==> src/rtl/otsw_pkg.sv <==
// Package of constants and types for the overtravel stop and warning block
package otsw_pkg;

    // ************************************************************
    // Register map (word aligned byte addresses)
    // ************************************************************
    localparam logic [7:0] OTSW_ADDR_STOP_SET  = 8'h00; // Stop method setting
    localparam logic [7:0] OTSW_ADDR_ESTOP_TRQ = 8'h04; // Emergency stop torque
    localparam logic [7:0] OTSW_ADDR_WARN_EN   = 8'h08; // Warning enable
    localparam logic [7:0] OTSW_ADDR_MAX_TRQ   = 8'h0C; // Motor maximum torque
    localparam logic [7:0] OTSW_ADDR_ZERO_SPD  = 8'h10; // Zero speed threshold
    localparam logic [7:0] OTSW_ADDR_STATUS    = 8'h14; // Live state, read only
    localparam logic [7:0] OTSW_ADDR_IRQ_STAT  = 8'h18; // Sticky events, read only
    localparam logic [7:0] OTSW_ADDR_IRQ_EN    = 8'h1C; // Interrupt enable
    localparam logic [7:0] OTSW_ADDR_IRQ_CLR   = 8'h20; // Write one to clear

    // ************************************************************
    // Field layout and reset values
    // ************************************************************
    localparam int OTSW_DIGIT0_LSB = 0;  // Stop method digit
    localparam int OTSW_DIGIT1_LSB = 4;  // Post stop digit
    localparam int OTSW_TRQ_W      = 10; // Torque field width, percent
    localparam int OTSW_SPD_W      = 16; // Speed field width
    localparam logic [7:0]  OTSW_STOP_SET_RST  = 8'h00;
    localparam logic [9:0]  OTSW_ESTOP_TRQ_RST = 10'h320; // 800 percent
    localparam logic [9:0]  OTSW_ESTOP_TRQ_MAX = 10'h320; // Upper bound 800
    localparam logic [9:0]  OTSW_MAX_TRQ_RST   = 10'h12C; // Plain default, 300 percent
    localparam logic [15:0] OTSW_ZERO_SPD_RST  = 16'h0010;
    localparam logic [3:0]  OTSW_DIG_DB        = 4'h0; // Short circuit braking
    localparam logic [3:0]  OTSW_DIG_COAST     = 4'h1;
    localparam logic [3:0]  OTSW_DIG_DECEL     = 4'h2; // Digit0 value 2
    localparam logic [3:0]  OTSW_DIG_CLAMP     = 4'h1; // Digit1 value 1
    localparam logic [3:0]  OTSW_DIG_POSTCOAST = 4'h2; // Digit1 value 2
    localparam int OTSW_EV_WARN = 0; // Event bit: warning raised
    localparam int OTSW_EV_STOP = 1; // Event bit: overtravel stop began
    localparam int OTSW_EV_W    = 2;

    // ************************************************************
    // Timing
    // ************************************************************
    localparam int OTSW_CLK_HZ       = 25000000;
    localparam int OTSW_HOLD_MS      = 1000; // Warning hold after limit clears
    localparam int OTSW_HOLD_CYCLES  = OTSW_CLK_HZ / 1000 * OTSW_HOLD_MS;

    // ************************************************************
    // Types
    // ************************************************************
    typedef enum logic [1:0] {OTSW_ACT_RUN, OTSW_ACT_DB, OTSW_ACT_COAST,
                              OTSW_ACT_DECEL} otsw_act_t;
    typedef enum {OTSW_ST_NORMAL, OTSW_ST_STOPPING, OTSW_ST_STOPPED} otsw_state_t;

endpackage

==> src/rtl/otsw_warn.sv <==
// Overtravel warning qualifier with one second hold
`timescale 1ns/1ps
module otsw_warn
    import otsw_pkg::*;
#(
    parameter int HOLD_CYCLES = OTSW_HOLD_CYCLES
) (
    input  wire logic core_clk,
    input  wire logic reset,
    input  wire logic enable,       // Warning detection enabled
    input  wire logic power_on,     // Motor power state
    input  wire logic fwd_ot,       // Forward overtravel, synchronised
    input  wire logic rev_ot,       // Reverse overtravel, synchronised
    input  wire logic ref_fwd,      // Forward reference active
    input  wire logic ref_rev,      // Reverse reference active
    output logic      warn,         // Warning level toward host
    output logic      warn_rise     // One cycle pulse at raise
);

    // ************************************************************
    // Qualification
    // ************************************************************
    logic        power_q;     // Power one cycle ago
    logic        armed;       // Powered, and overtravel seen clear at or since the power on edge
    logic [31:0] hold_cnt;    // Remaining hold cycles
    wire  logic  no_ref   = !ref_fwd && !ref_rev;
    // Direction match, or either limit when no reference
    wire  logic  dir_hit  = (fwd_ot && (ref_fwd || no_ref)) || (rev_ot && (ref_rev || no_ref));
    wire  logic  any_ot   = fwd_ot || rev_ot;
    wire  logic  detect   = enable && power_on && armed && dir_hit;

    // Arming: a condition present at power on is ignored until it clears
    always_ff @(posedge core_clk) begin
        if (reset) begin
            power_q <= 1'b0;
            armed   <= 1'b0;
        end else begin
            power_q <= power_on;
            if (!power_on) begin
                armed <= 1'b0;
            end else if (!power_q) begin
                armed <= !any_ot;
            end else if (!any_ot) begin
                armed <= 1'b1;
            end
        end
    end

    // Hold counter restarts while detecting, decays after
    always_ff @(posedge core_clk) begin
        if (reset) begin
            hold_cnt  <= 32'h0;
            warn      <= 1'b0;
            warn_rise <= 1'b0;
        end else begin
            warn_rise <= detect && !warn;
            if (detect) begin
                warn     <= 1'b1;
                hold_cnt <= 32'(HOLD_CYCLES);
            end else if (warn && !enable) begin
                warn     <= 1'b0; // Disabling drops it at once
                hold_cnt <= 32'h0;
            end else if (hold_cnt > 32'h1) begin
                hold_cnt <= hold_cnt - 32'h1;
            end else begin
                warn     <= 1'b0;
                hold_cnt <= 32'h0;
            end
        end
    end

endmodule

==> src/rtl/otsw_top.sv <==
// Overtravel stop selection, warning and brake output with Wishbone registers
//
// Overview of operation
// - Limit while running: digit0 braking or coast
// - Decel digit: estop torque, then clamp or coast
// - Zero clamp holds position loop at zero
// - Torque control: no decel, coast after stop
// - Estop torque 0 to 800, default 800
// - Applied estop torque clipped to motor maximum
// - Warning detection only when enable digit is 1
// - Warn on overtravel with power on, even brief
// - Warn only for limit matching reference direction
// - No reference: either limit raises warning
// - No warning raised while motor power is off; one already held runs out its hold
// - No warning for overtravel present at power on
// - Warning held one second after clear, auto cleared
// - Warning is notice only, stop unaffected
// - Deasserted limit input prohibits that direction
// - Opposite direction references still accepted
// - Brake output on releases, off applies
`timescale 1ns/1ps
module otsw_top
    import otsw_pkg::*;
#(
    parameter int HOLD_CYCLES = OTSW_HOLD_CYCLES // Shorten for simulation
) (
    input  wire logic        core_clk,
    input  wire logic        reset,
    // Wishbone classic slave
    input  wire logic        wb_cyc_i,
    input  wire logic        wb_stb_i,
    input  wire logic        wb_we_i,
    input  wire logic [7:0]  wb_adr_i,
    input  wire logic [3:0]  wb_sel_i,
    input  wire logic [31:0] wb_dat_i,
    output logic      [31:0] wb_dat_o,
    output logic             wb_ack_o,
    // Machine pins, asynchronous
    input  wire logic        forward_limit_input,  // High allows forward run
    input  wire logic        reverse_limit_input,  // High allows reverse run
    // Drive core, same clock
    input  wire logic        servo_enable,         // Motor power on request
    input  wire logic        torque_mode,          // Torque control active
    input  wire logic        ref_forward,          // Forward reference active
    input  wire logic        ref_reverse,          // Reverse reference active
    input  wire logic [15:0] speed_abs,            // Measured speed magnitude
    // Outputs to the drive core and host
    output logic             motor_power,          // Motor current allowed
    output logic [1:0]       stop_action,          // otsw_act_t encoding
    output logic [9:0]       decel_torque,         // Applied estop torque, percent
    output logic             zero_clamp,           // Position loop at zero ref
    output logic             allow_forward,        // Forward motion permitted
    output logic             allow_reverse,        // Reverse motion permitted
    output logic             limit_warning_code,   // Overtravel warning level
    output logic             brake_release_output, // High releases the brake
    output logic             irq
);

    // ************************************************************
    // Pin synchronisers
    // ************************************************************
    logic [1:0] fwd_sync; // Bit 0 is read only by bit 1
    logic [1:0] rev_sync;

    // Two stage capture of the limit switches
    always_ff @(posedge core_clk) begin
        if (reset) begin
            fwd_sync <= 2'b11;
            rev_sync <= 2'b11;
        end else begin
            fwd_sync <= {fwd_sync[0], forward_limit_input};
            rev_sync <= {rev_sync[0], reverse_limit_input};
        end
    end

    // Deasserted switch means that direction is in overtravel
    wire logic fwd_ot = !fwd_sync[1];
    wire logic rev_ot = !rev_sync[1];

    // ************************************************************
    // Registers
    // ************************************************************
    logic [7:0]           overtravel_stop_setting; // Digit1:digit0
    logic [9:0]           emergency_stop_torque;   // Percent of rated
    logic                 limit_warning_enable;    // Digit3 of warning setting
    logic [9:0]           max_torque;              // Motor maximum, percent
    logic [15:0]          zero_speed;              // Stopped threshold
    logic [OTSW_EV_W-1:0] irq_stat;                // Sticky events
    logic [OTSW_EV_W-1:0] irq_en;                  // Event enables

    // Bus decode
    wire logic        wb_req   = wb_cyc_i && wb_stb_i && !wb_ack_o;
    wire logic        wb_wr    = wb_req && wb_we_i;
    wire logic        wr_lo    = wb_wr && wb_sel_i[0];
    wire logic        wr_hi    = wb_wr && wb_sel_i[1];
    wire logic [15:0] wdat16   = wb_dat_i[15:0];
    // Torque write clamped into 0..800
    wire logic [9:0]  trq_wr   = (wdat16 > 16'(OTSW_ESTOP_TRQ_MAX)) ?
                                 OTSW_ESTOP_TRQ_MAX : wdat16[9:0];
    wire logic [OTSW_EV_W-1:0] ev_set;
    wire logic [OTSW_EV_W-1:0] ev_clr = (wr_lo && wb_adr_i == OTSW_ADDR_IRQ_CLR) ?
                                        wb_dat_i[OTSW_EV_W-1:0] : '0;

    // Merges byte lanes into a 16 bit field
    function automatic logic [15:0] lane16(input logic [15:0] old, input logic [15:0] nw,
                                           input logic lo, input logic hi);
        lane16 = {hi ? nw[15:8] : old[15:8], lo ? nw[7:0] : old[7:0]};
    endfunction

    wire logic [15:0] trq_merge = lane16({6'h0, emergency_stop_torque}, 16'(trq_wr),
                                         wr_lo, wr_hi);
    wire logic [15:0] max_merge = lane16({6'h0, max_torque}, wdat16, wr_lo, wr_hi);

    // Read mux, unmapped reads as zero
    logic [31:0] rd_mux;
    always_comb begin
        rd_mux = 32'h0;
        unique case (wb_adr_i)
            OTSW_ADDR_STOP_SET:  rd_mux = {24'h0, overtravel_stop_setting};
            OTSW_ADDR_ESTOP_TRQ: rd_mux = {22'h0, emergency_stop_torque};
            OTSW_ADDR_WARN_EN:   rd_mux = {31'h0, limit_warning_enable};
            OTSW_ADDR_MAX_TRQ:   rd_mux = {22'h0, max_torque};
            OTSW_ADDR_ZERO_SPD:  rd_mux = {16'h0, zero_speed};
            OTSW_ADDR_STATUS:    rd_mux = {24'h0, motor_power, zero_clamp,
                                           stop_action, rev_ot, fwd_ot,
                                           limit_warning_code, brake_release_output};
            OTSW_ADDR_IRQ_STAT:  rd_mux = {30'h0, irq_stat};
            OTSW_ADDR_IRQ_EN:    rd_mux = {30'h0, irq_en};
            default:             rd_mux = 32'h0;
        endcase
    end

    // Ack one cycle after request, dropped the cycle after
    always_ff @(posedge core_clk) begin
        if (reset) begin
            wb_ack_o <= 1'b0;
            wb_dat_o <= 32'h0;
        end else begin
            wb_ack_o <= wb_req;
            wb_dat_o <= wb_req ? rd_mux : 32'h0;
        end
    end

    // Register writes
    always_ff @(posedge core_clk) begin
        if (reset) begin
            overtravel_stop_setting <= OTSW_STOP_SET_RST;
            emergency_stop_torque   <= OTSW_ESTOP_TRQ_RST;
            limit_warning_enable    <= 1'b0;
            max_torque              <= OTSW_MAX_TRQ_RST;
            zero_speed              <= OTSW_ZERO_SPD_RST;
            irq_en                  <= '0;
        end else begin
            if (wr_lo && wb_adr_i == OTSW_ADDR_STOP_SET) begin
                overtravel_stop_setting <= wb_dat_i[7:0];
            end
            if (wb_wr && wb_adr_i == OTSW_ADDR_ESTOP_TRQ) begin
                emergency_stop_torque <= trq_merge[9:0];
            end
            if (wr_lo && wb_adr_i == OTSW_ADDR_WARN_EN) begin
                limit_warning_enable <= wb_dat_i[0];
            end
            if (wb_wr && wb_adr_i == OTSW_ADDR_MAX_TRQ) begin
                max_torque <= max_merge[9:0];
            end
            if (wb_wr && wb_adr_i == OTSW_ADDR_ZERO_SPD) begin
                zero_speed <= lane16(zero_speed, wdat16, wr_lo, wr_hi);
            end
            if (wr_lo && wb_adr_i == OTSW_ADDR_IRQ_EN) begin
                irq_en <= wb_dat_i[OTSW_EV_W-1:0];
            end
        end
    end

    // Sticky events, a new event wins over a same cycle clear
    always_ff @(posedge core_clk) begin
        if (reset) begin
            irq_stat <= '0;
            irq      <= 1'b0;
        end else begin
            irq_stat <= (irq_stat & ~ev_clr) | ev_set;
            irq      <= |(((irq_stat & ~ev_clr) | ev_set) & irq_en);
        end
    end

    // ************************************************************
    // Stop method selection
    // ************************************************************
    otsw_state_t state;
    otsw_state_t next_state;
    wire logic [3:0] dig0     = overtravel_stop_setting[OTSW_DIGIT0_LSB +: 4];
    wire logic [3:0] dig1     = overtravel_stop_setting[OTSW_DIGIT1_LSB +: 4];
    // Overtravel applies when moving or commanded into the closed side
    wire logic       ot_hit   = (fwd_ot && !ref_reverse) || (rev_ot && !ref_forward);
    wire logic       stopped  = speed_abs < zero_speed;
    wire logic       use_dec  = (dig1 == OTSW_DIG_CLAMP || dig1 == OTSW_DIG_POSTCOAST) &&
                                !torque_mode;
    wire logic       do_clamp = use_dec && (dig1 == OTSW_DIG_CLAMP);
    // Torque mode falls back to the whole dig0 digit: 0 braking, any other value coast
    wire otsw_act_t  sel_act  = use_dec ? OTSW_ACT_DECEL :
                                (dig0 == OTSW_DIG_DB) ? OTSW_ACT_DB : OTSW_ACT_COAST;
    // Clip applied torque to motor maximum
    wire logic [9:0] trq_clip = (emergency_stop_torque > max_torque) ?
                                max_torque : emergency_stop_torque;
    assign ev_set[OTSW_EV_STOP] = (state == OTSW_ST_NORMAL) && servo_enable && ot_hit &&
                                  !stopped;

    // Next state: stop processing ignores the warning entirely
    always_comb begin
        next_state = state;
        unique case (state)
            OTSW_ST_NORMAL:   if (servo_enable && ot_hit) begin
                                  next_state = stopped ? OTSW_ST_STOPPED : OTSW_ST_STOPPING;
                              end
            OTSW_ST_STOPPING: if (!ot_hit || !servo_enable) begin
                                  next_state = OTSW_ST_NORMAL;
                              end else if (stopped) begin
                                  next_state = OTSW_ST_STOPPED;
                              end
            OTSW_ST_STOPPED:  if (!ot_hit || !servo_enable) begin
                                  next_state = OTSW_ST_NORMAL;
                              end
        endcase
    end

    // Stop actions registered so outputs come from flops
    always_ff @(posedge core_clk) begin
        if (reset) begin
            state         <= OTSW_ST_NORMAL;
            stop_action   <= OTSW_ACT_RUN;
            decel_torque  <= 10'h0;
            zero_clamp    <= 1'b0;
            motor_power   <= 1'b0;
            allow_forward <= 1'b0;
            allow_reverse <= 1'b0;
        end else begin
            state         <= next_state;
            motor_power   <= servo_enable;
            allow_forward <= !fwd_ot;
            allow_reverse <= !rev_ot;
            unique case (next_state)
                OTSW_ST_STOPPING: begin
                    stop_action  <= sel_act;
                    decel_torque <= use_dec ? trq_clip : 10'h0;
                    zero_clamp   <= 1'b0;
                end
                OTSW_ST_STOPPED: begin
                    // Post stop: clamp if selected, else coast
                    stop_action  <= do_clamp ? OTSW_ACT_RUN : OTSW_ACT_COAST;
                    decel_torque <= 10'h0;
                    zero_clamp   <= do_clamp;
                end
                default: begin
                    stop_action  <= OTSW_ACT_RUN;
                    decel_torque <= 10'h0;
                    zero_clamp   <= 1'b0;
                end
            endcase
        end
    end

    // Brake released while powered, overtravel keeps it released
    always_ff @(posedge core_clk) begin
        if (reset) begin
            brake_release_output <= 1'b0;
        end else begin
            brake_release_output <= servo_enable;
        end
    end

    // ************************************************************
    // Overtravel warning
    // ************************************************************
    otsw_warn #(
        .HOLD_CYCLES (HOLD_CYCLES)
    ) u_warn (
        .core_clk  (core_clk),
        .reset     (reset),
        .enable    (limit_warning_enable),
        .power_on  (servo_enable),
        .fwd_ot    (fwd_ot),
        .rev_ot    (rev_ot),
        .ref_fwd   (ref_forward),
        .ref_rev   (ref_reverse),
        .warn      (limit_warning_code),
        .warn_rise (ev_set[OTSW_EV_WARN])
    );

endmodule

==> config.mk <==
export PLATFORM = sky130hd
export DESIGN_NAME = otsw_top
export DESIGN_NICKNAME = d
export VERILOG_FILES = /design/src/rtl/otsw_pkg.sv /design/src/rtl/otsw_warn.sv /design/src/rtl/otsw_top.sv
export SDC_FILE = /design/constraint.sdc
export NUM_CORES = 1
export LEC_CHECK = 0
export BUFFER_PORTS_ARGS = -buffer_cell sky130_fd_sc_hd__buf_2
export CAP_MARGIN = 10
export CORE_UTILIZATION = 55
export DETAILED_ROUTE_END_ITERATION = 8
export HOLD_SLACK_MARGIN = 0.1
export PLACE_DENSITY = 0.78
export SLEW_MARGIN = 20
export SYNTH_ARGS = -nofsm -noshare
export SYNTH_HDL_FRONTEND = slang
export SYNTH_SLANG_ARGS = --single-unit
export TNS_END_PERCENT = 5
==> constraint.sdc <==
create_clock -name core_clk -period 4.95 [get_ports core_clk]
set_input_delay 0 -clock core_clk [delete_from_list [all_inputs] [get_ports core_clk]]
set_output_delay 0 -clock core_clk [all_outputs]
set_load 0.01 [all_outputs]
==> results summary, run 1 <==
The flow ran to the end, but the final reports show violations. The final reports fail on design-rule violations. The number of nets in the layout is roughly 1,000.

The largest voltage drop on the vdd net is slightly above 0.0005 V. The clock share of power is 0.367. The H-tree level count came out at 4. The average size of a mapped cell came out at 8.65 um^2. The clock sink count is between 150 and 200. The worst setup path is of the flip-flop to flip-flop kind. The number of filler instances in the final layout came out at ~880. The area fraction in compound gates after synthesis came to 0.138. In this run the vertical extent of the chip is 112 um. Before antenna repair, the detailed router went through 9 iterations. The required time at the endpoint of the critical path is approximately 5.2 ns. Broken down by cell family, the worst path's largest delay share belongs to simple AND/OR/NAND/NOR gates. Traced cell by cell, the critical path runs through or4_4 > or3_1 > nor3_1 > a21bo_2 > nand2b_1 > nor2_1. The total overflow left after global routing is 0. The width of the die is approximately 110 um. The final wirelength is ~17 mm. The post-CTS clock slew at the launch and capture registers of the worst setup and hold paths came out at roughly 0.07 ns. The worst pin sits at a relative slew slack of 0.474.

In the routed layout, each cell is associated on average with a via count of ~6. The initial antenna violation count is 0. The number of remaining DRC errors is 7. The later pin in the worst-skew pair is clocked with a latency of 0.43 ns. The detailed-placement wirelength estimate came out at between 10 and 15 mm. Entering global routing, the biggest net connects 45 pins. The area growth from synthesis to layout is 20.8%. The slowest stage of the critical path belongs to the cell sky130_fd_sc_hd__nand2b_1. STA classifies the critical path endpoint as a flip-flop. The post-synthesis register bit count is approximately 150. The number of global-route vias before repair is approximately 5,900. The final max-slew violation count is 0. The share of synthesized cell area in and, or, nand and nor gates came out at 0.250. The total power after layout came out at ~3.8 mW. The area used by multi-input combinational logic is about 0.0033 mm^2. The actual slew at the worst max-slew pin came out at slightly below 0.8 ns. The antenna diode instance count is 0. The final clock skew came out at about 0.0075 ns.

The first global-routing pass estimated approximately 28 mm of wire. For this design the ratio of total power to cell area is between 400 and 500 mW/mm^2. The adder and majority gate portion of the synthesized area is 0.0505. Of the post-synthesis cell area, the part taken by muxes is 0.00299. The share of total power in sequential cells came out at 0.394.

The count of endpoints failing setup in the final report came out at 0. The nature of the critical path startpoint is a flip-flop. The fmax is 334 MHz. Setup repair after global routing left no endpoint under its margin. The number of buffer cells added on primary ports is around 90. The switching share of total power came out at 0.316. The count of flip-flops with a built-in enable after synthesis came out at 0. For this run, the total global-route usage over all layers was measured as 0.279. The cell internal power dissipation is around 2.6 mW.

In this run the core area contains 39 standard-cell rows. Among all flip-flop cells after synthesis, the most frequent one is sky130_fd_sc_hd__dfxtp_1. The delay of the slowest critical-path stage is roughly 0.66 ns. The post-synth design cell area came out at 0.00669 mm^2. TritonCTS built the clock tree. Of the cells placed in the final design, the portion with a size suffix greater than 1 is 0.158. The post-route minimum period is between 2 and 3 ns. The largest fanout on the critical path is 20. The CTS buffer count is 17. The worst path buffer plus inverter count is 0. The total of max-cap violations came out at 0. The average wire length per cell after detail routing is about 16 um. The area enclosed by the die boundary came out at approximately 0.013 mm^2.

The count of boundary I/O pins is between 100 and 150. The count of final hold-check violations came out at 0. Of the total synthesized cell area, the portion taken by XOR and XNOR cells is 0.0393. The sequential cell area came out at 0.00308 mm^2. By area, the combinational part of the netlist is dominated by simple AND/OR/NAND/NOR gates. The leakage dissipation is approximately 3.3 nW.

The routability congestion estimate from global placement is approximately 0.84. The number of routed nets with antenna violations is 0. The tree is rooted in a sky130_fd_sc_hd__clkbuf_16. The fraction of power consumed by combinational cells is 0.240. The synthesis warning total is 0. After synthesis, the netlist uses 58 different library cells. In this run the standard cell core region covers between 0.01 and 0.015 mm^2. The total number of vias came out at just over 6,000. For this design the total switching power over the nets is approximately 1.2 mW. The starting density of the core is 0.576. The share of synthesized area occupied by flip-flops and latches is 0.461. The final worst-path cycle share came out at 0.605. The async set-or-reset flop fraction in the synthesized netlist is 0. The data arrival time of the worst path came out at approximately 3.3 ns. The summed negative setup slack over all endpoints came out at 0 ns. The number of buffers on the longest clock path is 2. The DRC marker count from the first detailed-route iteration came out at between 600 and 700. The min-delay analysis places its worst path in the category input port to flip-flop. The synthesized instance count is 774.
[path summary, 6_finish.rpt]
kind / cells past startpoint / slack, ns / start / to
setup / recovery: 6 / 1.96 / u_warn.hold_cnt[15]$_SDFF_PP0_ / u_warn.hold_cnt[17]$_SDFF_PP0_
hold / removal: 6 / 0.12 / wb_adr_i[0] / wb_dat_o[3]$_SDFF_PP0_
setup reg to reg: 6 / 1.96 / u_warn.hold_cnt[15]$_SDFF_PP0_ / u_warn.hold_cnt[17]$_SDFF_PP0_
hold reg to reg: 1 / 0.42 / rev_sync[0]$_SDFF_PP1_ / rev_sync[1]$_SDFF_PP1_
[sequential cells by signal, summed over array words and instances, names as in the netlist, 2 cells and up]
name / count
decel_torque: 10
emergency_stop_torque: 10
fwd_sync: 2
irq_en: 2
irq_stat: 2
max_torque: 10
overtravel_stop_setting: 8
rev_sync: 2
state: 32
stop_action: 2
u_warn.hold_cnt: 32
wb_dat_o: 16
zero_speed: 16
[synth_stat cells (3+ instances only)]
cell type                  count  share of area
sky130_fd_sc_hd__dfxtp_1     154           0.46
sky130_fd_sc_hd__clkbuf_1     28          0.016
sky130_fd_sc_hd__o22ai_1       3         0.0028
sky130_fd_sc_hd__a21o_1        3         0.0034
sky130_fd_sc_hd__o21ai_0      29          0.022
sky130_fd_sc_hd__nor4_1       20          0.019
sky130_fd_sc_hd__nand4_1       8         0.0075
sky130_fd_sc_hd__buf_2         3         0.0022
sky130_fd_sc_hd__nor2b_1       5         0.0047
sky130_fd_sc_hd__buf_4        17          0.019
sky130_fd_sc_hd__a22oi_1      10          0.011
sky130_fd_sc_hd__ha_1         27          0.050
sky130_fd_sc_hd__and3_1       13          0.012
sky130_fd_sc_hd__and4_1        3         0.0039
sky130_fd_sc_hd__nor4_4        3         0.0095
sky130_fd_sc_hd__a222oi_1      8          0.012
sky130_fd_sc_hd__xor2_1        8          0.010
sky130_fd_sc_hd__nand2b_1      4         0.0037
sky130_fd_sc_hd__nor2_1       53          0.030
sky130_fd_sc_hd__a31oi_1       5         0.0047
sky130_fd_sc_hd__nand3b_1      4         0.0045
sky130_fd_sc_hd__xnor2_1      22          0.029
sky130_fd_sc_hd__nand3_1      55          0.041
sky130_fd_sc_hd__and2_1       37          0.035
sky130_fd_sc_hd__a21oi_1      76          0.057
sky130_fd_sc_hd__a211o_1       4         0.0052
sky130_fd_sc_hd__nor3_1       21          0.016
sky130_fd_sc_hd__or2_2         7         0.0065
sky130_fd_sc_hd__nand2_1      75          0.042
sky130_fd_sc_hd__o21ai_1       3         0.0022
sky130_fd_sc_hd__inv_1        33          0.019
[power by group through the flow]
stage | Sequential [mW] | Clock (mW) | Combinational [mW]
finish | 1.49 | 1.39 | 0.909
global placement | 1.50 | 0 | 0.815
detailed placement | 1.51 | 0 | 0.857
CTS | 1.49 | 1.39 | 0.895
floorplan | 1.49 | 0 | 0.740
global route | 1.50 | 1.45 | 1.00
[worst min-delay path, stage by stage]
cell,delay [ns]
sky130_fd_sc_hd__buf_2,0.10
sky130_fd_sc_hd__nor3_1,0.06
sky130_fd_sc_hd__nand3_1,0.10
sky130_fd_sc_hd__nor2_1,0.05
sky130_fd_sc_hd__a21oi_1,0.10
sky130_fd_sc_hd__a21oi_1,0.07
[placed cells by master (no fill, tap or decap), drive strengths merged, types with 3 or more instances in the layout]
cell type / count
a211o: 4
and4: 3
a21oi: 76
a21o: 3
ha: 27
a22oi: 10
xor2: 8
o22ai: 3
nand2: 75
nor3: 22
or2: 9
buf: 93
nand4: 8
o21ai: 32
and2: 37
inv: 35
a222oi: 8
xnor2: 22
a31oi: 5
nor2: 55
bufinv: 4
dfxtp: 154
clkbuf: 18
nand2b: 4
nand3: 55
nand3b: 4
and3: 13
conb: 16
clkinv: 7
nor4: 23
dlygate4sd3: 31
nor2b: 5
[layout make-up]
type,count,area share
clock buffer,18,0.0543
clock inverter,14,0.0241
inverter,33,0.0153
multi-input combinational,551,0.405
sequential,154,0.381
tap,143,0.0221
timing repair buffer,124,0.0975
[per-layer routing]
metal | share of wire | track usage
met1 | 0.41 | 0.326
met2 | 0.50 | 0.494
met3 | 0.063 | 0.0551
met4 | 0.024 | 0.124
met5 | 0 | 0
[logic make-up after synthesis]
family | after synthesis
adder cells (fa/ha/maj) | 27
AO/OA/AOI/OAI | 155
buffers and inverters | 84
flip-flops | 154
XOR/XNOR | 30
AND/OR/NAND/NOR | 321
multiplexers | 2
other | 1
[what timing repair did]
item / in CTS / in global routing
endpoints found under the hold margin: 60 / 0
setup endpoints to repair: 0 / 0
resized for setup: 0 / 0
setup buffers: 0 / 0
hold buffers: 31 / 0
[per-stage QoR]
stage                     cell area, um^2  hold slack [ns]  std cells  utilization  setup slack [ns]
after floorplan                      6750            0.104        789            -              2.78
after global placement               7140            0.183        974        0.615              2.18
after CTS                            8080            0.105       1037        0.696              1.98
final                                8080            0.115       1037        0.696              1.96
after detailed placement             7140            0.186        974        0.615              2.05
after global routing                 8080            0.178       1037        0.696              1.71
Power figures use the tool's default switching activity.
==> run 2: changes to the inputs <==
--- a/config.mk
+++ b/config.mk
@@ -7,10 +7,10 @@
 export LEC_CHECK = 0
 export BUFFER_PORTS_ARGS = -buffer_cell sky130_fd_sc_hd__buf_2
 export CAP_MARGIN = 10
-export CORE_UTILIZATION = 55
+export CORE_UTILIZATION = 50
 export DETAILED_ROUTE_END_ITERATION = 8
 export HOLD_SLACK_MARGIN = 0.1
-export PLACE_DENSITY = 0.78
+export PLACE_DENSITY = 0.75
 export SLEW_MARGIN = 20
 export SYNTH_ARGS = -nofsm -noshare
 export SYNTH_HDL_FRONTEND = slang
==> constraint.sdc (replaced) <==
create_clock -name core_clk -period 2.6 [get_ports core_clk]
set_input_delay 0 -clock core_clk [delete_from_list [all_inputs] [get_ports core_clk]]
set_output_delay 0 -clock core_clk [all_outputs]
set_load 0.01 [all_outputs]
==> results summary, run 2 (synthesized netlist as in run 1, its figures left out) <==
The routability congestion estimate from global placement is 0.823 (-1.5%). The areal power density over the cells is 907 mW/mm^2 (+93%). The share of post-route cells with drive strength above 1 is 0.167 (+0.00913). The die height came out at 118 um (+4.8%). The start point of the worst min-delay path is wb_adr_i[3]. The fmax is 408 MHz (+22%).

The count of endpoints failing setup in the final report came out at 0 (unchanged). The clock sink count came to 154 (unchanged). The highest-delay cell along the critical path is sky130_fd_sc_hd__dlygate4sd3_1. The critical path goes through nor4_1 > nand4_1 > nor2_1 > nand3b_1 > a2111oi_0 > dlygate4sd3_1. In this run the worst setup path begins at state[17]$_SDFF_PP0_. The flow ran to the end, and the final reports show no timing, DRC or antenna violations. The required time at the endpoint of the critical path came out at 2.97 ns (-2.26 ns).

The clock latency reported for the late side of the worst-skew pair came out at 0.43 ns (about the same). The worst path buffer plus inverter count came out at 1 (+1). The count of instances resized after the clock tree is built is 0 (unchanged).

The post-CTS clock slew at the launch and capture registers of the worst setup and hold paths is 0.06 ns (about the same). The critical path class is flip-flop to flip-flop. In this run the critical register-to-register path is launched from state[17]$_SDFF_PP0_. The cell family contributing the most delay on the critical path is simple AND/OR/NAND/NOR gates. The first-pass GRT wire length came out at 27.2 mm (-2.3%). The number of optimization iterations in the first detailed-route pass is 7 (-2).

The largest voltage drop on the vdd net is 0.000548 V (+6.2%). The detailed-placement wirelength estimate is 11.3 mm (-1.6%). The largest fanout on the critical path is 5 (-75%). The library cell used most frequently in the layout, excluding fill and tap cells, is sky130_fd_sc_hd__dfxtp_1. The total power after layout came to 7.53 mW (+99%). The kind of path behind the tightest hold check is input port to flip-flop. The post-route non-filler standard cell count came out at 1,077 (+3.9%).

The number of filler instances in the final layout came out at 1,064 (+21%). The standard cell core area is 0.0128 mm^2 (+10%). The total of max-cap violations came out at 0 (unchanged). The number of nets in the layout is 990 (+1.1%). The antenna diode instance count is 0 (unchanged). The count of final hold-check violations is 0 (unchanged).

The number of buffer cells added on primary ports came out at 88 (unchanged). The number of buffers on the longest clock path came out at 2 (unchanged). The DRC marker count from the first detailed-route iteration came out at 529 (-13%). The average wire length per cell after detail routing is 15.4 um (-6.3%). The number of remaining DRC errors was 0 (-7).

The smallest setup slack after layout is 0.151 ns (-1.81 ns). The highest metal layer with signal wires is met4. The H-tree level count is 4 (unchanged). The total met2 wirelength after detailed routing was 7.81 mm (-9.0%). The data arrival time of the worst path came out at 2.82 ns (-0.45 ns).

The width of the die is 118 um (+4.8%). The post-detailed-route via-to-cell ratio is 5.50 (-5.9%). The worst slew slack as a fraction of its limit came out at 0.518 (+0.0435). The placed standard-cell area came to 0.00726 mm^2 (+1.6%).

The delay of the slowest critical-path stage came out at 0.59 ns (-0.07 ns). Setup repair after global routing left no endpoint under its margin. The initial antenna violation count is 0 (unchanged). The final wirelength is 16.6 mm (-2.7%).

The final instance area is 0.00830 mm^2 (+2.7%). The starting density of the core came out at 0.522 (-0.0544). The standard-cell row count is 41 (+5.1%). The largest registers in the layout are state x32, u_warn.hold_cnt x32.

The count of boundary I/O pins is 123 (unchanged). TritonCTS built the clock tree. The amount of wire on met3 after detailed routing is 1.11 mm (+3.2%). The setup slack at placement is 0.314 ns (-1.73 ns). The final clock skew came out at 0.00801 ns (+0.000525 ns). The actual slew at the worst max-slew pin came to 0.719 ns (-0.0700 ns). The worst setup path is launched from a flip-flop.

The worst setup path is captured at a flip-flop. The post-route met1 wirelength came out at 7.36 mm (+4.6%). The area enclosed by the die boundary was 0.0139 mm^2 (+9.8%).

The leakage dissipation came out at 3.38 nW (+2.6%). The final max-slew violation count came out at 0 (unchanged). The placed cell count came to 1,012 (+3.9%). The total number of vias is 5,924 (-2.2%). CTS placed an instance of sky130_fd_sc_hd__clkbuf_16 at the clock tree root. The number of global-route vias before repair was 5,526 (-5.9%).

Relative to the synthesized area, the layout overhead comes to 24.1%. The global routing usage summed across all routing layers was 0.247 (-0.0319). The sum of overflow across all layers after global routing was 0 (unchanged). The CTS buffer count came to 17 (unchanged). The summed negative setup slack over all endpoints came out at 0 ns (unchanged).

The library cells used most frequently in the layout, excluding fill and tap cells, are 154 x sky130_fd_sc_hd__dfxtp_1, 88 x sky130_fd_sc_hd__buf_2, 76 x sky130_fd_sc_hd__a21oi_1, 75 x sky130_fd_sc_hd__nand2_1, 55 x sky130_fd_sc_hd__nand3_1. The number of routed nets with antenna violations came to 0 (unchanged). The pin count of the biggest net entering global routing came to 50 (+11%).

The post-route minimum period was 2.45 ns (-0.545 ns). The final worst-path cycle share is 0.942 (+0.337).
## run 2: changes by cell type in the layout (fill, tap and decap cells not counted)
| cell | delta |
|---|---|
| sky130_fd_sc_hd__bufinv_16 | +4 |
| sky130_fd_sc_hd__clkinv_4 | -2 |
| sky130_fd_sc_hd__clkbuf_8 | -1 |
| sky130_fd_sc_hd__buf_12 | +1 |
| sky130_fd_sc_hd__inv_6 | -1 |
| sky130_fd_sc_hd__buf_4 | +9 |
| sky130_fd_sc_hd__clkinvlp_4 | +2 |
| sky130_fd_sc_hd__clkinv_2 | -2 |
| sky130_fd_sc_hd__dlygate4sd3_1 | +1 |
## run 2: stage by stage
step	util	hold slack [ns]
2_1_floorplan	-	0.104
3_3_place_gp	0.566	0.191
3_5_place_dp	0.566	0.194
4_1_cts	0.647	0.105
5_1_grt	0.647	0.131
6_report	0.647	0.122
## run 2: metal layers
layer  track usage  vias up
met2         0.394      226
met4         0.112        0
met1         0.319     2749
li1              -     2922
met5             0        -
met3        0.0518       27
## run 2: power breakdown
| part | internal [mW] | total [mW] | leakage (nW) | switching [mW] |
|---|---|---|---|---|
| logic | 0.738 | 1.71 | 1.79 | 0.969 |
| registers | 2.59 | 2.83 | 1.25 | 0.239 |
| clock network | 2.00 | 2.99 | 0.340 | 0.993 |
## run 2: final cells by class
cell class / instances / area [um^2] / area share
clock buffers: 17 / 425 / 0.0512
clock inverters: 15 / 294 / 0.0354
inverters: 33 / 124 / 0.0149
multi-input cells: 551 / 3280 / 0.395
flip-flops and latches: 154 / 3080 / 0.371
well taps: 172 / 215 / 0.0259
repair buffers: 135 / 886 / 0.107
## run 2: path summary, 6_finish.rpt
kind                                  endpoint  slack [ns]  cells after the start
max                      zero_clamp$_SDFF_PP0_        0.15                      6
max reg2reg              zero_clamp$_SDFF_PP0_        0.15                      6
min reg2reg             fwd_sync[1]$_SDFF_PP1_        0.41                      1
min          limit_warning_enable$_SDFFE_PP0P_        0.12                      6
## run 2: tightest hold or removal path: stages
cell and delay [ns]:
sky130_fd_sc_hd__buf_2 0.13, sky130_fd_sc_hd__nand2_1 0.06, sky130_fd_sc_hd__nor2_1 0.06, sky130_fd_sc_hd__nand3_1 0.10
sky130_fd_sc_hd__mux2i_1 0.08, sky130_fd_sc_hd__nor2_1 0.08
## run 2: timing repair
| item | 4_1_cts | 5_1_grt |
|---|---|---|
| hold endpoints to repair | 66 | 0 |
| setup endpoints to repair | 0 | 1 |
| setup buffers | 0 | 1 |
| hold buffers | 32 | 0 |
